==> config.mk <==
export PLATFORM = sky130hd
export DESIGN_NAME = tpo_core
export DESIGN_NICKNAME = d
export VERILOG_FILES = /design/src/core/tpo_pkg.sv /design/src/core/tpo_core.sv /design/src/core/tpo_edge_sync.sv
export VERILOG_INCLUDE_DIRS = /design/src /design/src/core
export SDC_FILE = /design/constraint.sdc
export NUM_CORES = 1
export LEC_CHECK = 0
export ABC_AREA = 0
export BUFFER_PORTS_ARGS = -buffer_cell sky130_fd_sc_hd__clkbuf_2
export CAP_MARGIN = 5
export CORE_MARGIN = 2
export CORE_UTILIZATION = 52
export DETAILED_ROUTE_END_ITERATION = 12
export GPL_TIMING_DRIVEN = 0
export PLACE_DENSITY = 0.79
export SLEW_MARGIN = 20
export SYNTH_ARGS = -nofsm -noshare
export SYNTH_HDL_FRONTEND = slang
export SYNTH_HIERARCHICAL = 1
export SYNTH_SLANG_ARGS = --single-unit
==> constraint.sdc <==
create_clock -name i_clk -period 2.5 [get_ports i_clk]
set_clock_uncertainty 0.2 [all_clocks]
set_input_delay 0.125 -clock i_clk [delete_from_list [all_inputs] [get_ports i_clk]]
set_output_delay 0.125 -clock i_clk [all_outputs]
set_load 0.1 [all_outputs]
==> src/core/tpo_defines.svh <==
// Offsets, field positions, widths and reset values of the pattern outputs
// Assumes inclusion by bare name from the package and the design modules
`ifndef TPO_DEFINES_SVH
`define TPO_DEFINES_SVH

`define TPO_ADDR_W           16
`define TPO_DATA_W           8
`define TPO_P0_W             8
`define TPO_P1_W             6
`define TPO_NIB_W            4

`define TPO_ADDR_P0_MOD_CTL  16'hFF28
`define TPO_ADDR_P0_SEL      16'hFFB4
`define TPO_ADDR_P0_CTL      16'hFFB5
`define TPO_ADDR_P1_SEL      16'hFFBC
`define TPO_ADDR_P1_CTL      16'hFFBD

`define TPO_RESET_BYTE       8'h00

// Control register fields
`define TPO_BIT_ENABLE       7
`define TPO_BIT_EXT_EDGE     6
`define TPO_BIT_WIDTH        5
`define TPO_BIT_EXT_SEL      4

// Modulation control fields
`define TPO_BIT_MOD_MASTER   7
`define TPO_BIT_MOD_HIGH     6
`define TPO_BIT_MOD_LOW      5
`define TPO_BIT_INVERT       4

`endif

==> src/core/tpo_pkg.sv <==
// Types shared by the pattern output control block
// Assumes tpo_defines.svh on the include path
`include "tpo_defines.svh"

package tpo_pkg;

  typedef logic [`TPO_DATA_W-1:0] tpo_byte_t;

  // Order follows {port0_width, ext_trigger_select}
  typedef enum logic [1:0] {
    TPO_SPLIT_TIMER,
    TPO_SPLIT_EXT,
    TPO_WIDE_TIMER,
    TPO_WIDE_EXT
  } tpo_p0_mode_e;

endpackage

==> src/core/tpo_core.sv <==
// Triggered pattern output control for port 0 (8 bits) and port 1 (6 bits)
// Assumes buffer data and timer events come from logic on i_clk
// Operation
// - Port-1 select bits 0..5 enable buffered output per port-1 output.
// - Reset clears port-1 select, both controls and port-0 modulation.
// - Port-0 control bit 7 enables port-0 triggered operation.
// - Port-0 control bit 6 picks external edge: 0 falling, 1 rising.
// - Port-0 control bit 5: 0 two 4-bit channels, 1 one 8-bit.
// - Port-0 control bit 4 makes the external pin a transfer trigger.
// - Trigger mapping by width and external select for both nibbles.
// - Port-0 selected, unmodulated, not inverted, disabled output drives zero.
// - Port-1 control: bit 7 enable, bit 5 width, others read zero.
// - Timer-c triggers port 1: low nibble, or all six bits.
// - Port-1 selected, not inverted, disabled output drives zero.
// - Modulation master picks plain or modulated output.
// - High-group bit modulates port-0 outputs 0, 2 and 4.
// - Low-group bit modulates port-0 outputs 1, 3 and 5.
// - Invert bit inverts the port-0 output waveform.
// - Modulating waveform comes from the modulating timer output.
// - Group and invert bits act only while master bit is one.
// - Modulation fields: master 7, high 6, low 5, invert 4.
// - Enabled port 0 copies buffer to latch; only selected bits drive.
`timescale 1ns/10ps
`default_nettype none
`include "tpo_defines.svh"

module tpo_core
(
  input  wire logic                   i_clk,
  input  wire logic                   i_reset,
  input  wire logic                   i_sfr_wr,
  input  wire logic                   i_sfr_rd,
  input  wire logic [`TPO_ADDR_W-1:0] i_sfr_addr,
  input  wire logic [`TPO_DATA_W-1:0] i_sfr_wdata,
  output var  logic [`TPO_DATA_W-1:0] o_sfr_rdata,
  input  wire logic [`TPO_P0_W-1:0]   i_port0_buffer,
  input  wire logic [`TPO_P1_W-1:0]   i_port1_buffer,
  input  wire logic                   i_timer_a_event,
  input  wire logic                   i_timer_b_event,
  input  wire logic                   i_timer_c_event,
  input  wire logic                   i_ext_pin,
  input  wire logic                   i_mod_timer_out,
  output var  logic [`TPO_P0_W-1:0]   o_port0_out_bit,
  output var  logic [`TPO_P0_W-1:0]   o_port0_rtp_mode,
  output var  logic [`TPO_P1_W-1:0]   o_port1_out_bit,
  output var  logic [`TPO_P1_W-1:0]   o_port1_rtp_mode
);

  localparam int HI = `TPO_NIB_W;

  // Output stage for one port-0 bit under modulation settings
  function automatic logic mod_bit(input logic rtp,
                                   input logic master,
                                   input logic grp,
                                   input logic inv,
                                   input logic wave);
    logic r;
    r = rtp;
    if (master)
    begin
      if (grp)
        r = inv ? (~rtp & wave) : (rtp | wave);
      else
        r = inv ? ~rtp : rtp;
    end
    return r;
  endfunction

  tpo_pkg::tpo_byte_t           mod_ctl_reg;
  tpo_pkg::tpo_byte_t           mod_ctl_next;
  tpo_pkg::tpo_byte_t           ctl0_reg;
  tpo_pkg::tpo_byte_t           ctl0_next;
  tpo_pkg::tpo_byte_t           ctl1_reg;
  tpo_pkg::tpo_byte_t           ctl1_next;
  logic [`TPO_P0_W-1:0]         sel0_reg;
  logic [`TPO_P0_W-1:0]         sel0_next;
  logic [`TPO_P1_W-1:0]         sel1_reg;
  logic [`TPO_P1_W-1:0]         sel1_next;
  tpo_pkg::tpo_byte_t           rdata_reg;
  tpo_pkg::tpo_byte_t           rdata_next;
  logic [`TPO_P0_W-1:0]         latch0_reg;
  logic [`TPO_P0_W-1:0]         latch0_next;
  logic [`TPO_P1_W-1:0]         latch1_reg;
  logic [`TPO_P1_W-1:0]         latch1_next;
  logic [`TPO_P0_W-1:0]         out0_reg;
  logic [`TPO_P0_W-1:0]         out0_next;
  logic [`TPO_P1_W-1:0]         out1_reg;
  logic [`TPO_P1_W-1:0]         out1_next;
  logic [`TPO_P0_W-1:0]         rtp0_next;
  logic [`TPO_P0_W-1:0]         grp0;
  logic                         ext_event;
  logic                         en0;
  logic                         en1;
  logic                         wide1;
  logic                         master;
  logic                         inv0;
  tpo_pkg::tpo_p0_mode_e        mode0;

  assign en0    = ctl0_reg[`TPO_BIT_ENABLE];
  assign en1    = ctl1_reg[`TPO_BIT_ENABLE];
  assign wide1  = ctl1_reg[`TPO_BIT_WIDTH];
  assign master = mod_ctl_reg[`TPO_BIT_MOD_MASTER];
  assign inv0   = mod_ctl_reg[`TPO_BIT_INVERT];
  assign mode0  = tpo_pkg::tpo_p0_mode_e'({ctl0_reg[`TPO_BIT_WIDTH],
                                           ctl0_reg[`TPO_BIT_EXT_SEL]});

  tpo_edge_sync u_ext_sync
  (
    .i_clk    (i_clk),
    .i_reset  (i_reset),
    .i_pin    (i_ext_pin),
    .i_rising (ctl0_reg[`TPO_BIT_EXT_EDGE]),
    .o_event  (ext_event)
  );

  // Register file; only defined bits are stored, so unused bits read zero
  always_comb
  begin
    mod_ctl_next = mod_ctl_reg;
    ctl0_next    = ctl0_reg;
    ctl1_next    = ctl1_reg;
    sel0_next    = sel0_reg;
    sel1_next    = sel1_reg;
    rdata_next   = rdata_reg;
    if (i_sfr_wr)
    begin
      unique case (i_sfr_addr)
        `TPO_ADDR_P0_MOD_CTL: mod_ctl_next = {i_sfr_wdata[7:4], 4'h0};
        `TPO_ADDR_P0_CTL:     ctl0_next    = {i_sfr_wdata[7:4], 4'h0};
        `TPO_ADDR_P1_CTL:     ctl1_next    = {i_sfr_wdata[7], 1'b0,
                                              i_sfr_wdata[5], 5'h00};
        `TPO_ADDR_P0_SEL:     sel0_next    = i_sfr_wdata;
        `TPO_ADDR_P1_SEL:     sel1_next    = i_sfr_wdata[5:0];
        default:              sel1_next    = sel1_reg;
      endcase
    end
    if (i_sfr_rd)
    begin
      unique case (i_sfr_addr)
        `TPO_ADDR_P0_MOD_CTL: rdata_next = mod_ctl_reg;
        `TPO_ADDR_P0_CTL:     rdata_next = ctl0_reg;
        `TPO_ADDR_P1_CTL:     rdata_next = ctl1_reg;
        `TPO_ADDR_P0_SEL:     rdata_next = sel0_reg;
        `TPO_ADDR_P1_SEL:     rdata_next = {2'b00, sel1_reg};
        default:              rdata_next = `TPO_RESET_BYTE;
      endcase
    end
  end

  always_ff @(posedge i_clk or posedge i_reset)
  begin
    if (i_reset)
    begin
      mod_ctl_reg <= `TPO_RESET_BYTE;
      ctl0_reg    <= `TPO_RESET_BYTE;
      ctl1_reg    <= `TPO_RESET_BYTE;
      sel0_reg    <= '0;
      sel1_reg    <= '0;
      rdata_reg   <= `TPO_RESET_BYTE;
    end
    else
    begin
      mod_ctl_reg <= mod_ctl_next;
      ctl0_reg    <= ctl0_next;
      ctl1_reg    <= ctl1_next;
      sel0_reg    <= sel0_next;
      sel1_reg    <= sel1_next;
      rdata_reg   <= rdata_next;
    end
  end

  // Buffer to latch transfer on the selected triggers
  always_comb
  begin
    latch0_next = latch0_reg;
    latch1_next = latch1_reg;
    if (en0)
    begin
      unique case (mode0)
        tpo_pkg::TPO_SPLIT_TIMER:
        begin
          if (i_timer_b_event)
            latch0_next[`TPO_P0_W-1:HI] = i_port0_buffer[`TPO_P0_W-1:HI];
          if (i_timer_a_event)
            latch0_next[HI-1:0] = i_port0_buffer[HI-1:0];
        end
        tpo_pkg::TPO_SPLIT_EXT:
        begin
          if (i_timer_a_event)
            latch0_next[`TPO_P0_W-1:HI] = i_port0_buffer[`TPO_P0_W-1:HI];
          if (ext_event)
            latch0_next[HI-1:0] = i_port0_buffer[HI-1:0];
        end
        tpo_pkg::TPO_WIDE_TIMER:
        begin
          if (i_timer_a_event)
            latch0_next = i_port0_buffer;
        end
        tpo_pkg::TPO_WIDE_EXT:
        begin
          if (ext_event)
            latch0_next = i_port0_buffer;
        end
      endcase
    end
    if (en1 && i_timer_c_event)
    begin
      if (wide1)
        latch1_next = i_port1_buffer;
      else
        latch1_next[HI-1:0] = i_port1_buffer[HI-1:0];
    end
  end

  always_ff @(posedge i_clk or posedge i_reset)
  begin
    if (i_reset)
    begin
      latch0_reg <= '0;
      latch1_reg <= '0;
    end
    else
    begin
      latch0_reg <= latch0_next;
      latch1_reg <= latch1_next;
    end
  end

  // Pins follow the new latch in the same edge; wave gains one cycle delay
  assign rtp0_next = sel0_reg & latch0_next & {`TPO_P0_W{en0}};

  genvar gi;
  generate
    for (gi = 0; gi < `TPO_P0_W; gi++)
    begin : g_p0
      if (gi < 6)
      begin : g_grp
        if (gi % 2 == 0)
        begin : g_hi
          assign grp0[gi] = mod_ctl_reg[`TPO_BIT_MOD_HIGH];
        end
        else
        begin : g_lo
          assign grp0[gi] = mod_ctl_reg[`TPO_BIT_MOD_LOW];
        end
      end
      else
      begin : g_none
        assign grp0[gi] = 1'b0;
      end
      assign out0_next[gi] = mod_bit(rtp0_next[gi], master, grp0[gi],
                                     inv0, i_mod_timer_out);
    end
  endgenerate

  always_comb
  begin
    out1_next = sel1_reg & latch1_next & {`TPO_P1_W{en1}};
  end

  always_ff @(posedge i_clk or posedge i_reset)
  begin
    if (i_reset)
    begin
      out0_reg <= '0;
      out1_reg <= '0;
    end
    else
    begin
      out0_reg <= out0_next;
      out1_reg <= out1_next;
    end
  end

  assign o_sfr_rdata      = rdata_reg;
  assign o_port0_out_bit  = out0_reg;
  assign o_port1_out_bit  = out1_reg;
  assign o_port0_rtp_mode = sel0_reg;
  assign o_port1_rtp_mode = sel1_reg;
endmodule // tpo_core

`default_nettype wire

==> src/core/tpo_edge_sync.sv <==
// Two-stage synchroniser with selectable edge detection for the trigger pin
// Assumes an asynchronous pin and a single system clock
`timescale 1ns/10ps
`default_nettype none

module tpo_edge_sync
(
  input  wire logic i_clk,
  input  wire logic i_reset,
  input  wire logic i_pin,
  input  wire logic i_rising,
  output var  logic o_event
);

  logic meta_reg;
  logic sync_reg;
  logic prev_reg;
  logic [1:0] fill_reg;

  always_ff @(posedge i_clk or posedge i_reset)
  begin
    if (i_reset)
    begin
      meta_reg <= 1'b0;
      sync_reg <= 1'b0;
      prev_reg <= 1'b0;
      fill_reg <= 2'h0;
    end
    else
    begin
      meta_reg <= i_pin;
      sync_reg <= meta_reg;
      prev_reg <= sync_reg;
      if (fill_reg != 2'h3)
        fill_reg <= fill_reg + 2'h1;
    end
  end

  // Edge is judged only on synchronised stages
  // No edge until the stages hold the pin; a pin idling high would
  // otherwise fake a rising edge just after reset
  always_comb
  begin
    if (fill_reg != 2'h3)
      o_event = 1'b0;
    else if (i_rising)
      o_event = sync_reg & ~prev_reg;
    else
      o_event = ~sync_reg & prev_reg;
  end

endmodule // tpo_edge_sync

`default_nettype wire

==> results of run 1 <==
-- worst register-to-register path, delay by kind of cell (launching register included) --
| family | cells | cell delay (ns) |
|---|---|---|
| XOR/XNOR | 1 | 0.18 |
| adder cells (fa/ha/maj) | 1 | 0.27 |
| flip-flops | 1 | 0.37 |
| multiplexers | 3 | 0.70 |
| AND/OR/NAND/NOR | 3 | 0.50 |
-- cells in the final DEF, fill, tap and decap left out, drive strengths merged, types with 2 or more instances in the layout --
cell | netlist | final
clkbuf | 6 | 97
dfrtp | 65 | 65
mux2 | 37 | 37
dlygate4sd3 | 0 | 21
mux2i | 16 | 16
nand2 | 15 | 15
nor2 | 13 | 13
inv | 12 | 12
and3 | 9 | 9
nand3 | 9 | 9
o22ai | 8 | 8
a22oi | 8 | 8
nand4 | 7 | 7
nor2b | 5 | 5
o22a | 4 | 4
xor2 | 3 | 3
o21ai | 3 | 3
a21oi | 3 | 3
nand4b | 2 | 2
o2111ai | 2 | 2
a22o | 2 | 2
a21o | 2 | 2
nand2b | 2 | 2
clkinv | 0 | 2
or4b | 2 | 2
-- final cells by class --
class	instances	share of cell area, %
repair buffers	102	16.1
plain buffers	5	0.475
clock inverters	3	0.443
well taps	72	2.28
flip-flops and latches	65	41.1
multi-input cells	169	34.7
clock buffers	12	3.67
inverters	12	1.20
-- per-layer routing --
layer / vias to the layer above / GRT usage (%) / wire length [µm]
met2: 77 / 41.9 / 3740
li1: 1157 / - / -
met5: - / 0 / 0
met1: 1213 / 30.8 / 3030
met3: 18 / 5.51 / 362
met4: 0 / 11.4 / 182
-- what timing repair did --
item / in CTS / in global routing
hold buffers: 21 / 0
resized for setup: 1 / 2
setup endpoints to repair: 5 / 8
buffers inserted: 0 / 0
hold endpoints to repair: 104 / 0
-- where the power goes --
| group | leakage [µW] | internal, µW | switching, µW |
|---|---|---|---|
| combinational | 0.00103 | 71.3 | 80.1 |
| sequential | 0.000874 | 1060 | 2.27 |
| clock | 0.0000822 | 378 | 379 |
-- kinds of logic (layout without fill, tap and decap cells) --
group / count (synthesis) / in the layout / share of synthesized area, %
buf+inv: 18 / 134 / 2.22
xor+xnor: 4 / 4 / 1.15
simple gates: 71 / 71 / 13.7
flops: 65 / 65 / 53.4
compound gates: 40 / 40 / 9.57
fa+ha+maj: 1 / 1 / 0.411
mux: 53 / 53 / 19.5
-- worst min-delay path by stage --
stage,from,end,slack (ns),cells past startpoint
after detailed placement,i_reset,u_ext_sync/fill_reg[1],-0.14,2
after floorplan,i_reset,u_ext_sync/fill_reg[0],-0.30,1
after global placement,i_reset,u_ext_sync/meta_reg,-0.18,2
after global routing,i_timer_c_event,latch1_reg[4],0.01,3
after CTS,i_timer_c_event,latch1_reg[4],0.0004,3
final,i_timer_c_event,latch1_reg[5],0.002,3
-- stage by stage --
stage | setup WS, ns | area, µm² | utilization [%] | std cells
final | 0.210 | 3960 | 71.0 | 440
after CTS | 0.102 | 3940 | 70.8 | 441
after floorplan | 0.256 | 3050 | - | 252
after detailed placement | -0.0267 | 3570 | 64.0 | 405
after global placement | -0.00775 | 3540 | 63.5 | 404
after global routing | 0.0165 | 3960 | 71.0 | 440
==> metrics.csv, run 1 <==
stage;metric;value;unit
outcome;status;finished, final reports clean;
setup_path;r2r_slack;0.21;ns
clock_tree;clock_latency;0.34;ns
setup_path;crit_path_frequent_cell;mux2i_1;
sta;fin_crit_sh;91.6;%
floorplan;num_io_pins;83;
yosys;yosys_warnings;6;
placed_design;place_congestion;0.783;
sta;tightest_slew;0.571;ns
setup_path;worst-path-buf-inv;0;
yosys;synth.top_cells.by_area;dfrtp_1, mux2_2, mux2i_1, mux2_4, a22oi_1;
setup_path;setup.worst_path.start;u_ext_sync/fill_reg[0];
detailed_routing;drc_errors;0;
worst_hold_path;min_path_type;in -> reg;
layout;diodes;0;
setup_path;cp.arrival;2.34;ns
setup_path;crit_cells;8;
layout;num-fill-cells;427;
floorplan;die_w;80.5;µm
yosys;syn_area;3050;µm²
sta;slew_viol_final;0;
detailed_routing;wl;7320;µm
pwr;powerDensity;497;nW/µm²
setup_path;cp-start-kind;flop;
clock_tree;cts_buffers;9;
floorplan;coreArea;5570;µm²
yosys;async_reset_ff_share;100;%
layout;seqCellArea;1630;µm²
sta;fin_crit;2.29;ns
yosys;seq_area_frac_synth;53.4;%
sta;hold_viol;0;
detailed_routing;drtPass1Iterations;5;
layout;multi_input_area;1370;µm²
setup_path;slowest_delay;0.37;ns
yosys;syn_area_per_cell;12.1;µm²
detailed_routing;drt-wirelength-per-cell;16.6;µm
global_route;antenna_found_initial;0;
detailed_routing;drtIter0Drc;97;
floorplan;die_area;6490;µm²
floorplan;rows;27;
clock_tree;cts.sinks;65;
sta;slew_headroom;62.0;%
setup_path;path_delay_family;multiplexers;
yosys;syn_nets;300;
setup_path;worstPathMaxFanout;7;
yosys;synth-edff-count;0;
global_route;grt_overflow;0;
sta;setup_viol;0;
global_route;first_global_vias;2633;
global_route;grt_pass1_wl;12100;µm
layout;nets;412;
global_route;grt_max_degree;61;
setup_path;r2r_end;o_port0_out_bit[7];
setup_path;path_cells;ha_1 > nand4bb_1 > nand2_1 > mux2i_1 > mux2i_1 > mux2_2 > nand3_1 > xor2_1;
sta;rsz0062_at_grt;false;
yosys;synthDistinctLibCells;44;
clock_tree;cts.htree.levels;3;
floorplan;fp.dieH;80.5;µm
sta;clock.fmax;437;MHz
clock_tree;cts_buffer_depth;2;
yosys;synth.largest_area_cell;dfrtp_1;
detailed_routing;postRouteAntennaNets;0;
setup_path;cp_slowest_cell;dfrtp_1;
yosys;yosys_most_used_dff;dfrtp_1;
placed_design;hpwlAfterDp;5340;µm
yosys;netlist_instances;252;
clock_tree;path_clk_slew;0.07;ns
detailed_routing;viasPerCell;5.60;
job;drv_cap;0;
pwr;vdd_drop_max;0.000539;V
setup_path;worstPathRequired;2.55;ns
clock_tree;tritoncts;built;
detailed_routing;via_count;2465;
yosys;synth_commonest_cells;dfrtp_1, mux2_2, mux2i_1;
sta;holdWs;0.00181;ns
placed_design;portBuffers;80;
setup_path;worstSetupEndpointType;flop;
layout;area_growth;29.8;%
yosys;synth_most_common_cell;dfrtp_1;
setup_path;crit_path_end;o_port0_out_bit[7];
yosys;synth_top_area_share;53.4;%
setup_path;critPathKind;reg -> reg;
layout;drive_gt1_share;37.8;%
setup_path;r2r_cells;8;
yosys;synth-seq-cells;65;
pwr;leakagePower;0.00199;µW
global_route;track_usage;25.0;%
setup_path;reg2reg_from;u_ext_sync/fill_reg[0];
sta;fin_setup_tns;0;ns
clock_tree;root_buffer;clkbuf_8;
floorplan;start_util;54.7;%
pwr;power;1970;µW
Power figures use the tool's default switching activity.
==> run 2, diff against run 1 <==
- clock period: 2.5 -> 2.49 ns (I/O delays scaled with it)
==> run 2 against run 1 <==
Against the previous run:
- highest routed layer unchanged
- hold slack better by 0.0062 ns
- clock power up 0.5%
- count of clock-buffer cells in the layout unchanged
==> metrics.csv, run 2 (same netlist as run 1, synthesis figures left out) <==
stage;metric;value;unit;change
clock_tree;tritoncts;built;;
sta;rsz0062_at_grt;false;;
floorplan;rows;27;;unchanged
setup_path;cp.arrival;2.36;ns;+0.02 ns
global_route;antenna_found_initial;0;;unchanged
floorplan;die_area;6490;µm²;unchanged
floorplan;coreArea;5570;µm²;unchanged
clock_tree;cts_buffer_depth;2;;unchanged
layout;area_growth;30.1;%;
placed_design;portBuffers;80;;unchanged
placed_design;dpl_cell_area;3570;µm²;unchanged
clock_tree;cts_buffers;9;;unchanged
layout;layout_common_cells;clkbuf_2, dfrtp_1, mux2_2;;
sta;fin_crit;2.30;ns;+0.0147 ns
global_route;grt_pass1_wl;12100;µm;+0.12%
sta;setup_ws;0.185;ns;-0.0247 ns
placed_design;post-place-ws;-0.0367;ns;-0.0100 ns
setup_path;critPathKind;reg -> reg;;
layout;nets;413;;+0.24%
global_route;first_global_vias;2641;;+0.30%
detailed_routing;drtPass1Iterations;4;;-1
global_route;grt_max_degree;61;;unchanged
clock_tree;cts.sinks;65;;unchanged
sta;setup_viol;0;;unchanged
outcome;status;finished, final reports clean;;
worst_hold_path;min_path_type;in -> reg;;
layout;fin_util;71.1;%;+0.18 points
job;drv_cap;0;;unchanged
clock_tree;path_clk_slew;0.07;ns;about the same
detailed_routing;drc_errors;0;;unchanged
pwr;leakagePower;0.00199;µW;+0.35%
layout;drive_gt1_share;37.7;%;-0.10 points
global_route;grt_overflow;0;;unchanged
layout;num-fill-cells;423;;-0.94%
sta;clock.fmax;434;MHz;-0.64%
clock_tree;cts.htree.levels;3;;unchanged
sta;tightest_slew;0.580;ns;+0.00959 ns
detailed_routing;drtIter0Drc;123;;+27%
floorplan;start_util;54.7;%;unchanged
clock_tree;root_buffer;clkbuf_8;;
detailed_routing;viasPerCell;5.61;;about the same
sta;slew_headroom;61.2;%;-0.75 points
floorplan;fp.dieH;80.5;µm;unchanged
pwr;vdd_drop_max;0.000542;V;+0.51%
setup_path;cp-start-kind;flop;;
detailed_routing;wl;7330;µm;+0.15%
clock_tree;clock_latency;0.34;ns;about the same
sta;fin_crit_sh;92.6;%;+0.96 points
pwr;powerDensity;498;nW/µm²;+0.21%
placed_design;place_congestion;0.783;;unchanged
setup_path;worstPathMaxFanout;7;;unchanged
detailed_routing;postRouteAntennaNets;0;;unchanged
sta;fin_setup_tns;0;ns;unchanged
floorplan;die_w;80.5;µm;unchanged
floorplan;num_io_pins;83;;unchanged
detailed_routing;via_count;2473;;+0.32%
layout;layout_commonest_cell;clkbuf_2;;
layout;fin_area;3970;µm²;+0.25%
setup_path;worstPathRequired;2.54;ns;about the same
placed_design;hpwlAfterDp;5340;µm;unchanged
sta;slew_viol_final;0;;unchanged
global_route;track_usage;25.0;%;about the same
detailed_routing;drt-wirelength-per-cell;16.6;µm;about the same
sta;hold_viol;0;;unchanged
layout;diodes;0;;unchanged
setup_path;worstSetupEndpointType;flop;;
## run 2: repair_timing
| item | in CTS | in global routing |
|---|---|---|
| setup buffers | 0 | 0 |
| hold buffers | 22 | 0 |
| setup endpoints to repair | 5 | 8 |
| hold endpoints to repair | 104 | 0 |
| resized for setup | 1 | 2 |
## run 2: per-layer routing
layer / global-route usage [%] / vias up / part of all wire [%]
met1: 30.7 / 1211 / 42
met3: 5.51 / 19 / 5.3
met2: 42.1 / 82 / 51
met5: 0 / - / 0
met4: 11.4 / 0 / 2.5
li1: - / 1161 / -
## run 2: path summary, 6_finish.rpt
kind	start	endpoint	slack, ns	cells after the start
worst max-delay path	u_ext_sync/fill_reg[0]	o_port0_out_bit[7]	0.19	8
worst min-delay path	i_timer_c_event	latch1_reg[5]	0.008	3
worst max register to register	u_ext_sync/fill_reg[0]	o_port0_out_bit[7]	0.19	8
worst min register to register	u_ext_sync/meta_reg	u_ext_sync/sync_reg	0.16	0
max in group asynchronous	i_reset	latch0_reg[6]	1.65	4
min in group asynchronous	i_reset	u_ext_sync/prev_reg	0.06	3
## run 2: area by class of cell
cell class	instances	area, µm²	area share [%]
multi-input cells	169	1370	34.6
well taps	72	90.1	2.27
flip-flops and latches	65	1630	41.0
plain buffers	5	18.8	0.473
clock inverters	3	17.5	0.442
inverters	12	47.5	1.20
repair buffers	103	648	16.3
clock buffers	12	145	3.66
## run 2: power by group
group | internal (µW) | leakage, µW | switching [µW]
combinational | 71.6 | 0.00104 | 80.7
sequential | 1060 | 0.000874 | 2.26
clock | 380 | 0.0000822 | 382
## run 2: critical path, cell delays in order (launching register included)
cell and delay [ns]:
dfrtp_1 0.37, ha_1 0.28, nand4bb_1 0.13, nand2_1 0.28, mux2i_1 0.12, mux2i_1 0.21, mux2_2 0.36, nand3_1 0.09
xor2_1 0.19
## run 2: stage by stage
step / total power [µW] / cells / hold WS (ns)
floorplan: 1140 / 252 / -0.297
global placement: 1200 / 404 / -0.182
detailed placement: 1210 / 405 / -0.144
CTS: 1990 / 442 / 0.000791
global route: 2060 / 441 / 0.0224
finish: 1980 / 441 / 0.00798
